[src/bpagu_map.svh]
// offsets, field positions and reset values of the address unit registers
// assumes byte addresses on a 32-bit avalon slave, one register per word
`ifndef BPAGU_MAP_SVH
`define BPAGU_MAP_SVH

// ****************************************
// register offsets (byte addresses)
// ****************************************
`define BPAGU_OFS_BRC       5'h00
`define BPAGU_OFS_TPG       5'h04
`define BPAGU_OFS_VPG       5'h08
`define BPAGU_OFS_CRC       5'h0C
`define BPAGU_OFS_CORE      5'h10
`define BPAGU_OFS_STAT      5'h14

// ****************************************
// field positions
// ****************************************
`define BPAGU_BRC_EN_BIT    15
`define BPAGU_BRC_MOD_MSB   14
`define BPAGU_CRC_XMOD_BIT  15
`define BPAGU_CRC_XWM_LSB   0
`define BPAGU_CRC_PSEL_LSB  8
`define BPAGU_CORE_WIN_BIT  2
`define BPAGU_TPG_CFG_BIT   7
`define BPAGU_STAT_BR_BIT   16
`define BPAGU_STAT_MOD_BIT  17
`define BPAGU_STAT_REF_BIT  18
`define BPAGU_NO_PTR        4'hF

// ****************************************
// reset values
// ****************************************
`define BPAGU_RST_BRC       16'h0000
`define BPAGU_RST_TPG       8'h00
`define BPAGU_RST_VPG       8'h00
`define BPAGU_RST_CRC       16'hFFFF
`define BPAGU_RST_CORE      16'h0000

`endif

[src/bpagu_pkg.sv]
// types shared by the address unit modules
// assumes bpagu_map.svh is available on the include path
package bpagu_pkg;

  // effective address modes offered by the execution pipeline
  typedef enum logic [2:0] {
    am_direct,
    am_indirect,
    am_post_inc,
    am_post_dec,
    am_pre_inc,
    am_pre_dec,
    am_reg_offset,
    am_lit_offset
  } bpagu_mode_e;

  // kind of program space access
  typedef enum logic [1:0] {
    pk_fetch,
    pk_table,
    pk_data
  } bpagu_kind_e;

  typedef struct packed {
    logic [15:0] brc;
    logic [7:0]  tpg;
    logic [7:0]  vpg;
    logic [15:0] crc;
    logic [15:0] core;
    logic        ack;
    logic [31:0] rdata;
    logic        xw_valid;
    logic [15:0] xw_ea;
    logic [15:0] xw_ptr_new;
    logic        xw_ptr_we;
    logic        xw_bitrev;
    logic        xw_modulo;
    logic        xr_valid;
    logic        xr_modulo;
    logic        pa_valid;
    logic [23:0] pa_addr;
    logic        pa_cfg;
    logic        pa_lsw_only;
    logic        pa_refused;
    logic        pa_bytesel;
    logic        pa_upper;
  } bpagu_state_s;

endpackage : bpagu_pkg

[src/bpagu_top.sv]
// x write address unit with bit-reversed mode, plus program space
// address forming, with its control registers on an avalon-mm slave.
// assumes pipeline inputs are synchronous to clk and held for one cycle.
//
// Notes on behaviour
// - bit-reverse needs pointer select not 15, enable set, pre/post increment
// - bit-reverse enable is bit 15 of bit-reverse control
// - only word writes with pre/post increment are bit-reversed
// - pivot lives in bits 14..0 of bit-reverse control
// - bit-reversed addresses are word aligned; pivot scaled to bytes
// - bit-reverse adds pivot to pointer, mode offset ignored
// - bit-reverse beats modulo in write unit; read unit keeps modulo
// - 16-entry buffer visits indices in mirrored four-bit order
// - bridges 24-bit program words and 16-bit data words
// - table address is table page above 16-bit ea
// - table page bit 7 picks configuration over user memory
// - window address is visibility page above low 15 ea bits
// - window address bit 23 held zero, user memory only
// - window is read-only and yields the low word only
// - ea bit 15 left out of the window address; address bit 15 from page bit 0
// - table access reaches any byte or word, upper byte included
// - only the x write unit does bit-reverse, on writes
// - pivot and pointers both kept in normal bit order; only the adder mirrors them
// - window active when ea bit 15 set and window enable set
`timescale 1ns/1ps
`default_nettype none
`include "bpagu_map.svh"

module bpagu_top (
  // clock and reset
  input  wire logic                   clk,
  input  wire logic                   nrst,
  // avalon-mm register slave
  input  wire logic [4:0]             avs_address,
  input  wire logic                   avs_read,
  input  wire logic                   avs_write,
  input  wire logic [31:0]            avs_writedata,
  input  wire logic [3:0]             avs_byteenable,
  output logic      [31:0]            avs_readdata,
  output logic                        avs_waitrequest,
  // x write address request
  input  wire logic                   xw_req,
  input  wire logic [3:0]             xw_wreg,
  input  wire logic [15:0]            xw_ptr,
  input  wire bpagu_pkg::bpagu_mode_e xw_mode,
  input  wire logic                   xw_byte,
  input  wire logic [15:0]            xw_offset,
  // x write address answer
  output logic                        xw_valid,
  output logic      [15:0]            xw_ea,
  output logic      [15:0]            xw_ptr_new,
  output logic                        xw_ptr_we,
  output logic                        xw_bitrev,
  output logic                        xw_modulo,
  // x read address unit modulo steering
  input  wire logic                   xr_req,
  input  wire logic [3:0]             xr_wreg,
  output logic                        xr_valid,
  output logic                        xr_modulo,
  // program space access request
  input  wire logic                   pa_req,
  input  wire bpagu_pkg::bpagu_kind_e pa_kind,
  input  wire logic [15:0]            pa_ea,
  input  wire logic [22:0]            pa_pc,
  input  wire logic                   pa_write,
  input  wire logic                   pa_high,
  // program space access answer
  output logic                        pa_valid,
  output logic      [23:0]            pa_addr,
  output logic                        pa_cfg,
  output logic                        pa_lsw_only,
  output logic                        pa_refused,
  output logic                        pa_bytesel,
  output logic                        pa_upper
);
  import bpagu_pkg::*;

  // ****************************************
  // helpers
  // ****************************************

  // merge the two low byte lanes of a write into a 16-bit register
  function automatic logic [15:0] lane16(
    input logic [15:0] old,
    input logic [31:0] wd,
    input logic [3:0]  be
  );
    logic [15:0] r;
    r = old;
    if (be[0]) begin
      r[7:0] = wd[7:0];
    end
    if (be[1]) begin
      r[15:8] = wd[15:8];
    end
    return r;
  endfunction : lane16

  // pointer select field 15 means the feature is off
  function automatic logic sel_hit(
    input logic [3:0] sel,
    input logic [3:0] wreg
  );
    return (sel != `BPAGU_NO_PTR) && (sel == wreg);
  endfunction : sel_hit

  // ****************************************
  // state
  // ****************************************

  bpagu_state_s s_q;
  bpagu_state_s s_d;

  logic [3:0]  psel;
  logic [3:0]  xwm;
  logic        br_en;
  logic        xmod_en;
  logic        is_inc;
  logic        is_dec;
  logic        is_pre;
  logic        is_modify;
  logic        br_act;
  logic [15:0] br_sum;
  logic [15:0] norm_ptr;
  logic        bus_req;
  logic        bus_take;
  logic [31:0] rd_mux;

  logic [23:0] pf_addr;
  logic        pf_valid;
  logic        pf_cfg;
  logic        pf_lsw;
  logic        pf_ref;

  // ****************************************
  // submodules
  // ****************************************

  bpagu_bitrev u_bitrev (
    .ptr      (xw_ptr),
    .modifier (s_q.brc[`BPAGU_BRC_MOD_MSB:0]),
    .sum      (br_sum)
  );

  bpagu_progaddr u_progaddr (
    .kind            (pa_kind),
    .ea              (pa_ea),
    .pc              (pa_pc),
    .is_write        (pa_write),
    .table_page      (s_q.tpg),
    .visibility_page (s_q.vpg),
    .win_en          (s_q.core[`BPAGU_CORE_WIN_BIT]),
    .paddr           (pf_addr),
    .prog_valid      (pf_valid),
    .cfg_space       (pf_cfg),
    .lsw_only        (pf_lsw),
    .refused         (pf_ref)
  );

  // ****************************************
  // write address unit decode
  // ****************************************

  assign psel    = s_q.crc[`BPAGU_CRC_PSEL_LSB +: 4];
  assign xwm     = s_q.crc[`BPAGU_CRC_XWM_LSB +: 4];
  assign br_en   = s_q.brc[`BPAGU_BRC_EN_BIT];
  assign xmod_en = s_q.crc[`BPAGU_CRC_XMOD_BIT];

  assign is_inc    = (xw_mode == am_pre_inc) || (xw_mode == am_post_inc);
  assign is_dec    = (xw_mode == am_pre_dec) || (xw_mode == am_post_dec);
  assign is_pre    = (xw_mode == am_pre_inc) || (xw_mode == am_pre_dec);
  assign is_modify = is_inc || is_dec;

  // byte writes and other modes fall back to the normal path
  assign br_act = br_en && sel_hit(psel, xw_wreg) && is_inc && !xw_byte;

  // normal modified pointer: offset carries its own sign
  assign norm_ptr = xw_ptr + xw_offset;

  // ****************************************
  // bus decode
  // ****************************************

  // one wait cycle per access; the answer lands on the second edge
  assign bus_req  = avs_read || avs_write;
  assign bus_take = bus_req && s_q.ack;

  always_comb begin
    rd_mux = 32'h00000000;
    case (avs_address)
      `BPAGU_OFS_BRC: begin
        rd_mux[15:0] = s_q.brc;
      end
      `BPAGU_OFS_TPG: begin
        rd_mux[7:0] = s_q.tpg;
      end
      `BPAGU_OFS_VPG: begin
        rd_mux[7:0] = s_q.vpg;
      end
      `BPAGU_OFS_CRC: begin
        rd_mux[15:0] = s_q.crc;
      end
      `BPAGU_OFS_CORE: begin
        rd_mux[15:0] = s_q.core;
      end
      `BPAGU_OFS_STAT: begin
        rd_mux[15:0]                = s_q.xw_ea;
        rd_mux[`BPAGU_STAT_BR_BIT]  = s_q.xw_bitrev;
        rd_mux[`BPAGU_STAT_MOD_BIT] = s_q.xw_modulo;
        rd_mux[`BPAGU_STAT_REF_BIT] = s_q.pa_refused;
      end
      default: begin
        rd_mux = 32'h00000000;
      end
    endcase
  end

  // ****************************************
  // next state
  // ****************************************

  always_comb begin
    s_d = s_q;

    // bus handshake and register writes
    s_d.ack = bus_req && !s_q.ack;
    if (bus_req && !s_q.ack) begin
      s_d.rdata = rd_mux;
    end
    if (bus_take && avs_write) begin
      case (avs_address)
        `BPAGU_OFS_BRC: begin
          s_d.brc = lane16(s_q.brc, avs_writedata, avs_byteenable);
        end
        `BPAGU_OFS_TPG: begin
          if (avs_byteenable[0]) begin
            s_d.tpg = avs_writedata[7:0];
          end
        end
        `BPAGU_OFS_VPG: begin
          if (avs_byteenable[0]) begin
            s_d.vpg = avs_writedata[7:0];
          end
        end
        `BPAGU_OFS_CRC: begin
          s_d.crc = lane16(s_q.crc, avs_writedata, avs_byteenable);
        end
        `BPAGU_OFS_CORE: begin
          s_d.core = lane16(s_q.core, avs_writedata, avs_byteenable);
        end
        default: begin
          s_d.ack = s_d.ack;
        end
      endcase
    end

    // write address unit; only this unit ever bit-reverses
    s_d.xw_valid = xw_req;
    if (xw_req) begin
      s_d.xw_bitrev = br_act;
      // modulo correction suppressed here while bit-reverse is active
      s_d.xw_modulo = xmod_en && sel_hit(xwm, xw_wreg) && !br_act;
      if (br_act) begin
        // pivot always added, mode offset ignored
        s_d.xw_ptr_new = br_sum;
        s_d.xw_ptr_we  = 1'b1;
        s_d.xw_ea      = is_pre ? br_sum : {xw_ptr[15:1], 1'b0};
      end else begin
        s_d.xw_ptr_new = is_modify ? norm_ptr : xw_ptr;
        s_d.xw_ptr_we  = is_modify;
        case (xw_mode)
          am_pre_inc, am_pre_dec: begin
            s_d.xw_ea = norm_ptr;
          end
          am_reg_offset, am_lit_offset: begin
            s_d.xw_ea = norm_ptr;
          end
          default: begin
            s_d.xw_ea = xw_ptr;
          end
        endcase
      end
    end else begin
      s_d.xw_ptr_we = 1'b0;
    end

    // read address unit keeps its modulo correction regardless
    s_d.xr_valid = xr_req;
    if (xr_req) begin
      s_d.xr_modulo = xmod_en && sel_hit(xwm, xr_wreg);
    end

    // program space address forming
    s_d.pa_valid = pa_req && pf_valid;
    if (pa_req) begin
      s_d.pa_addr     = pf_addr;
      s_d.pa_cfg      = pf_cfg;
      s_d.pa_lsw_only = pf_lsw;
      s_d.pa_refused  = pf_ref;
      // table path exposes byte select and the upper byte lane
      s_d.pa_bytesel  = (pa_kind == pk_table) && pa_ea[0];
      s_d.pa_upper    = (pa_kind == pk_table) && pa_high;
    end
  end

  // ****************************************
  // registers
  // ****************************************

  always_ff @(posedge clk or negedge nrst) begin
    if (!nrst) begin
      s_q            <= '0;
      s_q.brc        <= `BPAGU_RST_BRC;
      s_q.tpg        <= `BPAGU_RST_TPG;
      s_q.vpg        <= `BPAGU_RST_VPG;
      s_q.crc        <= `BPAGU_RST_CRC;
      s_q.core       <= `BPAGU_RST_CORE;
    end else begin
      s_q <= s_d;
    end
  end

  // ****************************************
  // outputs
  // ****************************************

  assign avs_waitrequest = bus_req && !s_q.ack;
  assign avs_readdata    = s_q.rdata;

  assign xw_valid   = s_q.xw_valid;
  assign xw_ea      = s_q.xw_ea;
  assign xw_ptr_new = s_q.xw_ptr_new;
  assign xw_ptr_we  = s_q.xw_ptr_we;
  assign xw_bitrev  = s_q.xw_bitrev;
  assign xw_modulo  = s_q.xw_modulo;

  assign xr_valid  = s_q.xr_valid;
  assign xr_modulo = s_q.xr_modulo;

  assign pa_valid    = s_q.pa_valid;
  assign pa_addr     = s_q.pa_addr;
  assign pa_cfg      = s_q.pa_cfg;
  assign pa_lsw_only = s_q.pa_lsw_only;
  assign pa_refused  = s_q.pa_refused;
  assign pa_bytesel  = s_q.pa_bytesel;
  assign pa_upper    = s_q.pa_upper;

endmodule : bpagu_top
`default_nettype wire

[src/bpagu_bitrev.sv]
// reverse-carry adder for bit-reversed pointer updates
// assumes the caller decides when the result is used
`timescale 1ns/1ps
`default_nettype none

module bpagu_bitrev (
  // pointer and pivot
  input  wire logic [15:0] ptr,
  input  wire logic [14:0] modifier,
  // updated pointer
  output logic      [15:0] sum
);

  logic [15:0] scaled;
  logic [15:0] ptr_rev;
  logic [15:0] mod_rev;
  logic [15:0] sum_rev;

  // pivot counts words; shift to byte units
  assign scaled = {modifier, 1'b0};

  // adding mirrored operands sends the carry from msb toward lsb
  genvar i;
  generate
    for (i = 0; i < 16; i++) begin : g_rev
      assign ptr_rev[i] = ptr[15-i];
      assign mod_rev[i] = scaled[15-i];
      assign sum[15-i]  = (i == 15) ? 1'b0 : sum_rev[i];
    end
  endgenerate

  assign sum_rev = ptr_rev + mod_rev;

endmodule : bpagu_bitrev
`default_nettype wire

[src/bpagu_progaddr.sv]
// program space address former for fetch, table and window accesses
// assumes purely combinational use; the caller registers the results
`timescale 1ns/1ps
`default_nettype none
`include "bpagu_map.svh"

module bpagu_progaddr (
  // access description
  input  wire bpagu_pkg::bpagu_kind_e kind,
  input  wire logic [15:0]            ea,
  input  wire logic [22:0]            pc,
  input  wire logic                   is_write,
  // page registers and window enable
  input  wire logic [7:0]             table_page,
  input  wire logic [7:0]             visibility_page,
  input  wire logic                   win_en,
  // formed address
  output logic      [23:0]            paddr,
  output logic                        prog_valid,
  output logic                        cfg_space,
  output logic                        lsw_only,
  output logic                        refused
);
  import bpagu_pkg::*;

  logic win_hit;

  always_comb begin
    win_hit    = (kind == pk_data) && ea[15] && win_en;
    paddr      = 24'h000000;
    prog_valid = 1'b0;
    cfg_space  = 1'b0;
    lsw_only   = 1'b0;
    refused    = 1'b0;
    case (kind)
      pk_fetch: begin
        paddr      = {1'b0, pc[22:1], 1'b0};
        prog_valid = 1'b1;
      end
      pk_table: begin
        paddr      = {table_page, ea};
        cfg_space  = table_page[`BPAGU_TPG_CFG_BIT];
        prog_valid = 1'b1;
      end
      pk_data: begin
        // ea[15] dropped; page bit 0 lands on address bit 15
        paddr      = {1'b0, visibility_page, ea[14:0]};
        lsw_only   = win_hit;
        refused    = win_hit && is_write;
        prog_valid = win_hit && !is_write;
      end
      default: begin
        paddr = 24'h000000;
      end
    endcase
  end

endmodule : bpagu_progaddr
`default_nettype wire

[config.mk]
export PLATFORM = sky130hd
export DESIGN_NAME = bpagu_top
export DESIGN_NICKNAME = d
export VERILOG_FILES = /design/src/bpagu_pkg.sv /design/src/bpagu_top.sv /design/src/bpagu_bitrev.sv /design/src/bpagu_progaddr.sv
export VERILOG_INCLUDE_DIRS = /design/src
export SDC_FILE = /design/constraint.sdc
export NUM_CORES = 1
export LEC_CHECK = 0
export BUFFER_PORTS_ARGS = -buffer_cell sky130_fd_sc_hd__buf_2
export CAP_MARGIN = 25
export CORE_ASPECT_RATIO = 1.2
export CORE_MARGIN = 2
export CORE_UTILIZATION = 50
export DETAILED_ROUTE_END_ITERATION = 10
export MAX_ROUTING_LAYER = met4
export PLACE_DENSITY = 0.76
export REMOVE_ABC_BUFFERS = 1
export SLEW_MARGIN = 10
export SYNTH_ARGS = -nofsm -noshare
export SYNTH_HDL_FRONTEND = slang
export SYNTH_SLANG_ARGS = --single-unit
[constraint.sdc]
create_clock -name clk -period 6.17 [get_ports clk]
set_input_delay 1.234 -clock clk [delete_from_list [all_inputs] [get_ports clk]]
set_output_delay 1.234 -clock clk [all_outputs]
set_load 0.02 [all_outputs]
==> results of run 1 <==
[synth_stat cells (18+ instances only)]
| library cell | number | area share |
|---|---|---|
| o21ai_0 | 34 | 0.018 |
| ha_1 | 29 | 0.039 |
| inv_1 | 18 | 0.0073 |
| a21oi_1 | 81 | 0.044 |
| dfrtp_1 | 136 | 0.37 |
| mux2i_1 | 29 | 0.031 |
| nand2_1 | 79 | 0.032 |
| a22o_1 | 18 | 0.017 |
| buf_4 | 92 | 0.074 |
| xor2_1 | 24 | 0.023 |
| xnor2_1 | 18 | 0.017 |
| nor2_1 | 84 | 0.034 |
| mux2_2 | 67 | 0.081 |
| clkbuf_1 | 31 | 0.013 |
[flip-flops by register name, indices dropped and copies added, names as in the netlist, 4 cells and up]
| name | flops |
|---|---|
| avs_readdata | 19 |
| pa_addr | 24 |
| psel | 4 |
| s_q | 60 |
| xw_ea | 16 |
| xw_ptr_new | 16 |
[metrics by stage]
stage                     utilization  std cells
final                           0.573       1291
after global routing            0.573       1291
after detailed placement        0.538       1257
after CTS                       0.571       1289
after floorplan                     -        826
after global placement          0.538       1257
[per-layer routing]
metal / GRT usage / vias to the layer above / wire length [um]
met3: 0.0508 / 59 / 1590
met1: 0.323 / 3674 / 10200
met5: - / - / 0
met4: 0.105 / 0 / 818
li1: - / 3536 / -
met2: 0.419 / 329 / 12100
[final cells by class]
| type | instances | area (um2) |
|---|---|---|
| fillers | 1609 | 7780 |
| multi-input cells | 656 | 4590 |
| flip-flops and latches | 152 | 3820 |
| repair buffers | 209 | 1090 |
| clock buffers | 21 | 460 |
| well taps | 224 | 280 |
| clock inverters | 11 | 146 |
| inverters | 18 | 67.6 |
[tightest hold or removal path: stages, from the launching register on]
cell and delay, ps:
dfrtp_1 350, nand2_1 50, nand2_1 50
[cell usage in the layout (no fill, tap or decap), drive strengths merged, types with 9 or more instances in the layout]
master    n
mux2i    29
clkbuf   21
xor2     24
nand3    16
a211oi    9
a21oi    81
dfstp    16
inv      19
nor2     86
ha       29
buf     209
a221oi   18
dfrtp   136
a22o     18
xnor2    18
conb     13
a221o    12
mux2     67
o22ai     9
a21o     12
nand2    81
o21ai    37
[logic make-up after synthesis]
group                      Yosys count  synth area share
and+or+nand+nor                    225             0.108
other                                1          0.000403
AOI/OAI and AO/OA                  249             0.184
xor gates and xnor gates            42            0.0396
muxes                               96             0.112
adders and majority gates           31            0.0433
buffers and inverters              154             0.101
DFF                                152             0.411
[final timing paths]
check / startpoint / endpoint
worst max-delay path: xw_mode[2] / xw_ea[1]
worst min-delay path: avs_readdata[16] / avs_readdata[16]
worst max register to register: psel[3] / xw_ea[1]
worst min register to register: avs_readdata[16] / avs_readdata[16]
max in group asynchronous: nrst / s_q[111]
min in group asynchronous: nrst / xw_ptr_new[13]
[power breakdown]
group          internal (mW)  total [mW]  switching, mW
clock                  0.657        1.07          0.415
sequential              1.09        1.17         0.0763
combinational          0.233       0.584          0.352
==> flow_metrics.py, run 1 <==
metrics = {
    "placement": {
        "dp_hpwl_um": 17900,
        "place_congestion": 0.947,
        "place_ws_ps": 2270,
        "io_buffer_count": 203,
        "dpl_cell_area_um2": 9810,
    },
    "routing": {
        "drtIter0Drc": 532,
        "drt_wl_total_um": 24700,
        "wl_per_cell_um": 19.1,
        "ant_nets": 0,
        "vias": 7598,
        "dr.pass1.iters": 5,
        "drcViolationCount": 0,
        "post_drt_via_cell_ratio": 5.89,
    },
    "cts": {
        "root_buffer": "clkbuf_16",
        "htreeDepth": 4,
        "clock_latency_ps": 420,
        "clock_sinks": 152,
        "clk_path_buf_depth": 2,
        "post-cts-setup-buffers": 0,
        "cts_tree": "built",
        "hold_buffers": 0,
        "cts_buffers": 17,
        "cts_resized": 0,
        "path_clk_slew_ps": 60,
    },
    "grt": {
        "grt_pass1_vias": 7320,
        "grt_max_degree": 96,
        "antenna_found_initial": 0,
        "globalRouteOverflowTotal": 0,
        "grt_first_pass_wirelength_um": 38900,
        "grt_usage": 0.261,
    },
    "sta": {
        "whs_ps": 474,
        "fin_tns_setup_ps": 0,
        "fin_ws_ps": 2580,
        "rsz0062_at_grt": "false",
        "final_max_slew_viol_count": 0,
        "fin_crit_ps": 3590,
        "worst_slew_pin_slew_ps": 928,
        "finalHoldViolCount": 0,
        "slew_headroom": 0.381,
        "skew_ps": 5.88,
        "period_share": 0.583,
        "fmax_mhz": 278,
        "setup_viol": 0,
    },
    "logic_synthesis": {
        "synthCells": 950,
        "synth_edf_count": 0,
        "syn_avg_cell_area_um2": 9.79,
        "synth-seq-cells": 152,
        "ys_types": 68,
        "syn_area_um2": 9300,
        "synth-main-ff-cell": "dfrtp_1",
        "synth-async-reset-ratio": 1.00,
        "ys_seq_area_frac": 0.411,
        "yosysWarningCount": 0,
    },
    "pwr": {
        "power_density_nw_per_um2": 270,
        "power_mw": 2.82,
        "ir_worst_vdd_mv": 0.211,
        "leakagePower_nw": 5.16,
    },
    "setup_path": {
        "start_kind": "primary input",
        "crit_path_max_incr_delay_ps": 840,
        "cp.arrival_ps": 3950,
        "cpMaxStageDelayCell": "and4_1",
        "cp_top_family": "simple AND/OR/NAND/NOR gates",
        "crit_cells": 7,
        "reg2regPathDepth": 6,
        "r2r_slack_ps": 3260,
        "crit_type": "in -> reg",
        "cp_cell_sequence": "buf_2, xnor2_1, nor3_1, and4_1, nand2_1, or4_1, nand3_1",
        "worst_ep_required_time_ps": 6520,
        "worstPathMaxFanout": 20,
        "path_buf_inv": 1,
        "endpoint_kind": "flop",
    },
    "job": {
        "maxCapViolations": 0,
    },
    "die": {
        "coreArea_um2": 18200,
        "die_area_um2": 19700,
        "die-height_um": 153,
        "io_pins": 236,
        "start_util": 0.510,
        "die_w_um": 129,
        "num_rows": 54,
    },
    "run_status": {
        "outcome": "finished clean",
    },
    "layout": {
        "diodes": 0,
        "fin_nets": 1220,
        "drive_gt1_frac": 0.319,
        "design_area_um2": 10500,
        "area_growth_pct": 12.5,
    },
    "hold_path": {
        "hp-class": "reg -> reg",
        "hold_path_depth": 2,
    },
}
No activity file was read; power rests on OpenSTA's default activity.
==> run 2: changes to the inputs <==
Settings changed: CORE_UTILIZATION 50 to 49, PLACE_DENSITY 0.76 to 0.78.
Clock period 6.17 ns to 3.3 ns, I/O delays scaled along.
==> flow_metrics.py, run 2 (same netlist as run 1, synthesis figures left out) <==
metrics = {
    "cts": {
        "clock_sinks": 152,
        "path_clk_slew_ps": 60,
        "cts_buffers": 17,
        "htreeDepth": 4,
        "cts_tree": "built",
        "post-cts-setup-buffers": 0,
        "hold_buffers": 0,
        "root_buffer": "clkbuf_16",
        "clock_latency_ps": 420,
        "cts_resized": 0,
        "clk_path_buf_depth": 2,
    },
    "hold_path": {
        "hp-class": "in -> async",
    },
    "die": {
        "die_area_um2": 20100,
        "coreArea_um2": 18700,
        "num_rows": 55,
        "start_util": 0.497,
        "die_w_um": 130,
        "io_pins": 236,
        "die-height_um": 155,
    },
    "routing": {
        "drcViolationCount": 0,
        "wl_per_cell_um": 18.8,
        "vias": 7678,
        "post_drt_via_cell_ratio": 5.74,
        "ant_nets": 0,
        "dr.pass1.iters": 6,
        "drt_wl_total_um": 25200,
        "drtIter0Drc": 655,
    },
    "sta": {
        "setup_viol": 0,
        "skew_ps": 8.20,
        "fin_tns_setup_ps": 0,
        "worst_slew_pin_slew_ps": 958,
        "finalHoldViolCount": 0,
        "fmax_mhz": 368,
        "fin_crit_ps": 2720,
        "rsz0062_at_grt": "false",
        "slew_headroom": 0.359,
        "fin_ws_ps": 582,
        "final_max_slew_viol_count": 0,
        "whs_ps": 225,
        "period_share": 0.824,
    },
    "setup_path": {
        "r2r_start": "s_q[163]",
        "r2r_slack_ps": 580,
        "worstPathMaxFanout": 3,
        "start_kind": "flop",
        "endpoint_kind": "flop",
        "crit_type": "reg -> reg",
        "r2r-end": "xw_ea[7]",
        "reg2regPathDepth": 9,
        "cp.arrival_ps": 3000,
        "worst_ep_required_time_ps": 3580,
    },
    "placement": {
        "place_ws_ps": 287,
        "dp_hpwl_um": 18800,
        "place_congestion": 0.955,
        "io_buffer_count": 203,
    },
    "layout": {
        "mostFrequentLayoutCells": "buf_2, dfrtp_1, nor2_1",
        "seqCellArea_um2": 3820,
        "drive_gt1_frac": 0.325,
        "top_register": "s_q",
        "mostFrequentLayoutCell": "buf_2",
        "fin_nets": 1233,
        "multiInputGateArea_um2": 4590,
        "n_fill_cell": 1705,
        "largest_reg_flops": 60,
        "area_growth_pct": 13.9,
    },
    "pwr": {
        "power_density_nw_per_um2": 504,
        "leakagePower_nw": 5.24,
        "power_mw": 5.34,
        "ir_worst_vdd_mv": 0.379,
    },
    "grt": {
        "grt_use_met1": 0.314,
        "grt_usage": 0.258,
        "grt_max_degree": 66,
        "use_met2": 0.432,
        "antenna_found_initial": 0,
        "globalRouteOverflowTotal": 0,
        "grt_first_pass_wirelength_um": 39200,
        "busiest_layer": "met2",
        "grt_pass1_vias": 7411,
        "grt_util_met3": 0.0444,
    },
    "run_status": {
        "outcome": "finished clean",
    },
    "job": {
        "maxCapViolations": 0,
    },
}
## run 2: cell types whose count changed in the layout (fill, tap and decap cells not counted), sizes merged
cell	before	now
buf	209	222
clkinvlp	5	0
clkinv	2	5
clkbuf	21	23
bufinv	3	4
diode	0	1
inv	19	18
## run 2: worst max path at each step
stage               startpoint             to  slack [ps]  cells past startpoint
floorplan           xw_mode[1]  xw_ptr_new[4]         500                      7
global placement    xw_ptr[15]       xw_ea[7]         280                     10
detailed placement  xw_ptr[15]       xw_ea[7]         290                     10
CTS                   s_q[163]       xw_ea[7]         680                      9
global route          s_q[163]  xw_ptr_new[1]         460                      9
finish                s_q[163]       xw_ea[7]         580                      9
## run 2: layout make-up
type                    instances  area share
clock buffers                  23      0.0442
diodes                          1    0.000236
repair buffers                222       0.111
flip-flops and latches        152       0.361
well taps                     256      0.0302
inverters                      18     0.00638
multi-input cells             656       0.433
clock inverters                 9      0.0141
## run 2: through the flow
stage	area, um2	instances	util
2_1_floorplan	8480	826	-
3_3_place_gp	9980	1304	0.533
3_5_place_dp	9980	1304	0.533
4_1_cts	10600	1336	0.566
5_1_grt	10600	1336	0.566
6_report	10600	1337	0.566
## run 2: power breakdown
| part | total (mW) | internal, mW | switching (mW) |
|---|---|---|---|
| clock | 2.04 | 1.30 | 0.743 |
| combinational | 1.11 | 0.439 | 0.666 |
| sequential | 2.19 | 2.04 | 0.148 |
| total | 5.34 | 3.78 | 1.56 |
## run 2: worst max-delay path, cell delays in order, from the launching register on
cell and delay (ps):
dfrtp_1 410, ha_1 230, fa_1 420, a211oi_1 280
o21bai_1 180, o22ai_1 170, xor2_1 230, o21ai_0 110
a221oi_1 430, a21oi_1 130
## run 2: routing by layer
metal  part of all wire  wire [um]
met3              0.068       1710
met4              0.027        684
met5                  0          0
met1               0.40       9990
met2               0.51      12800
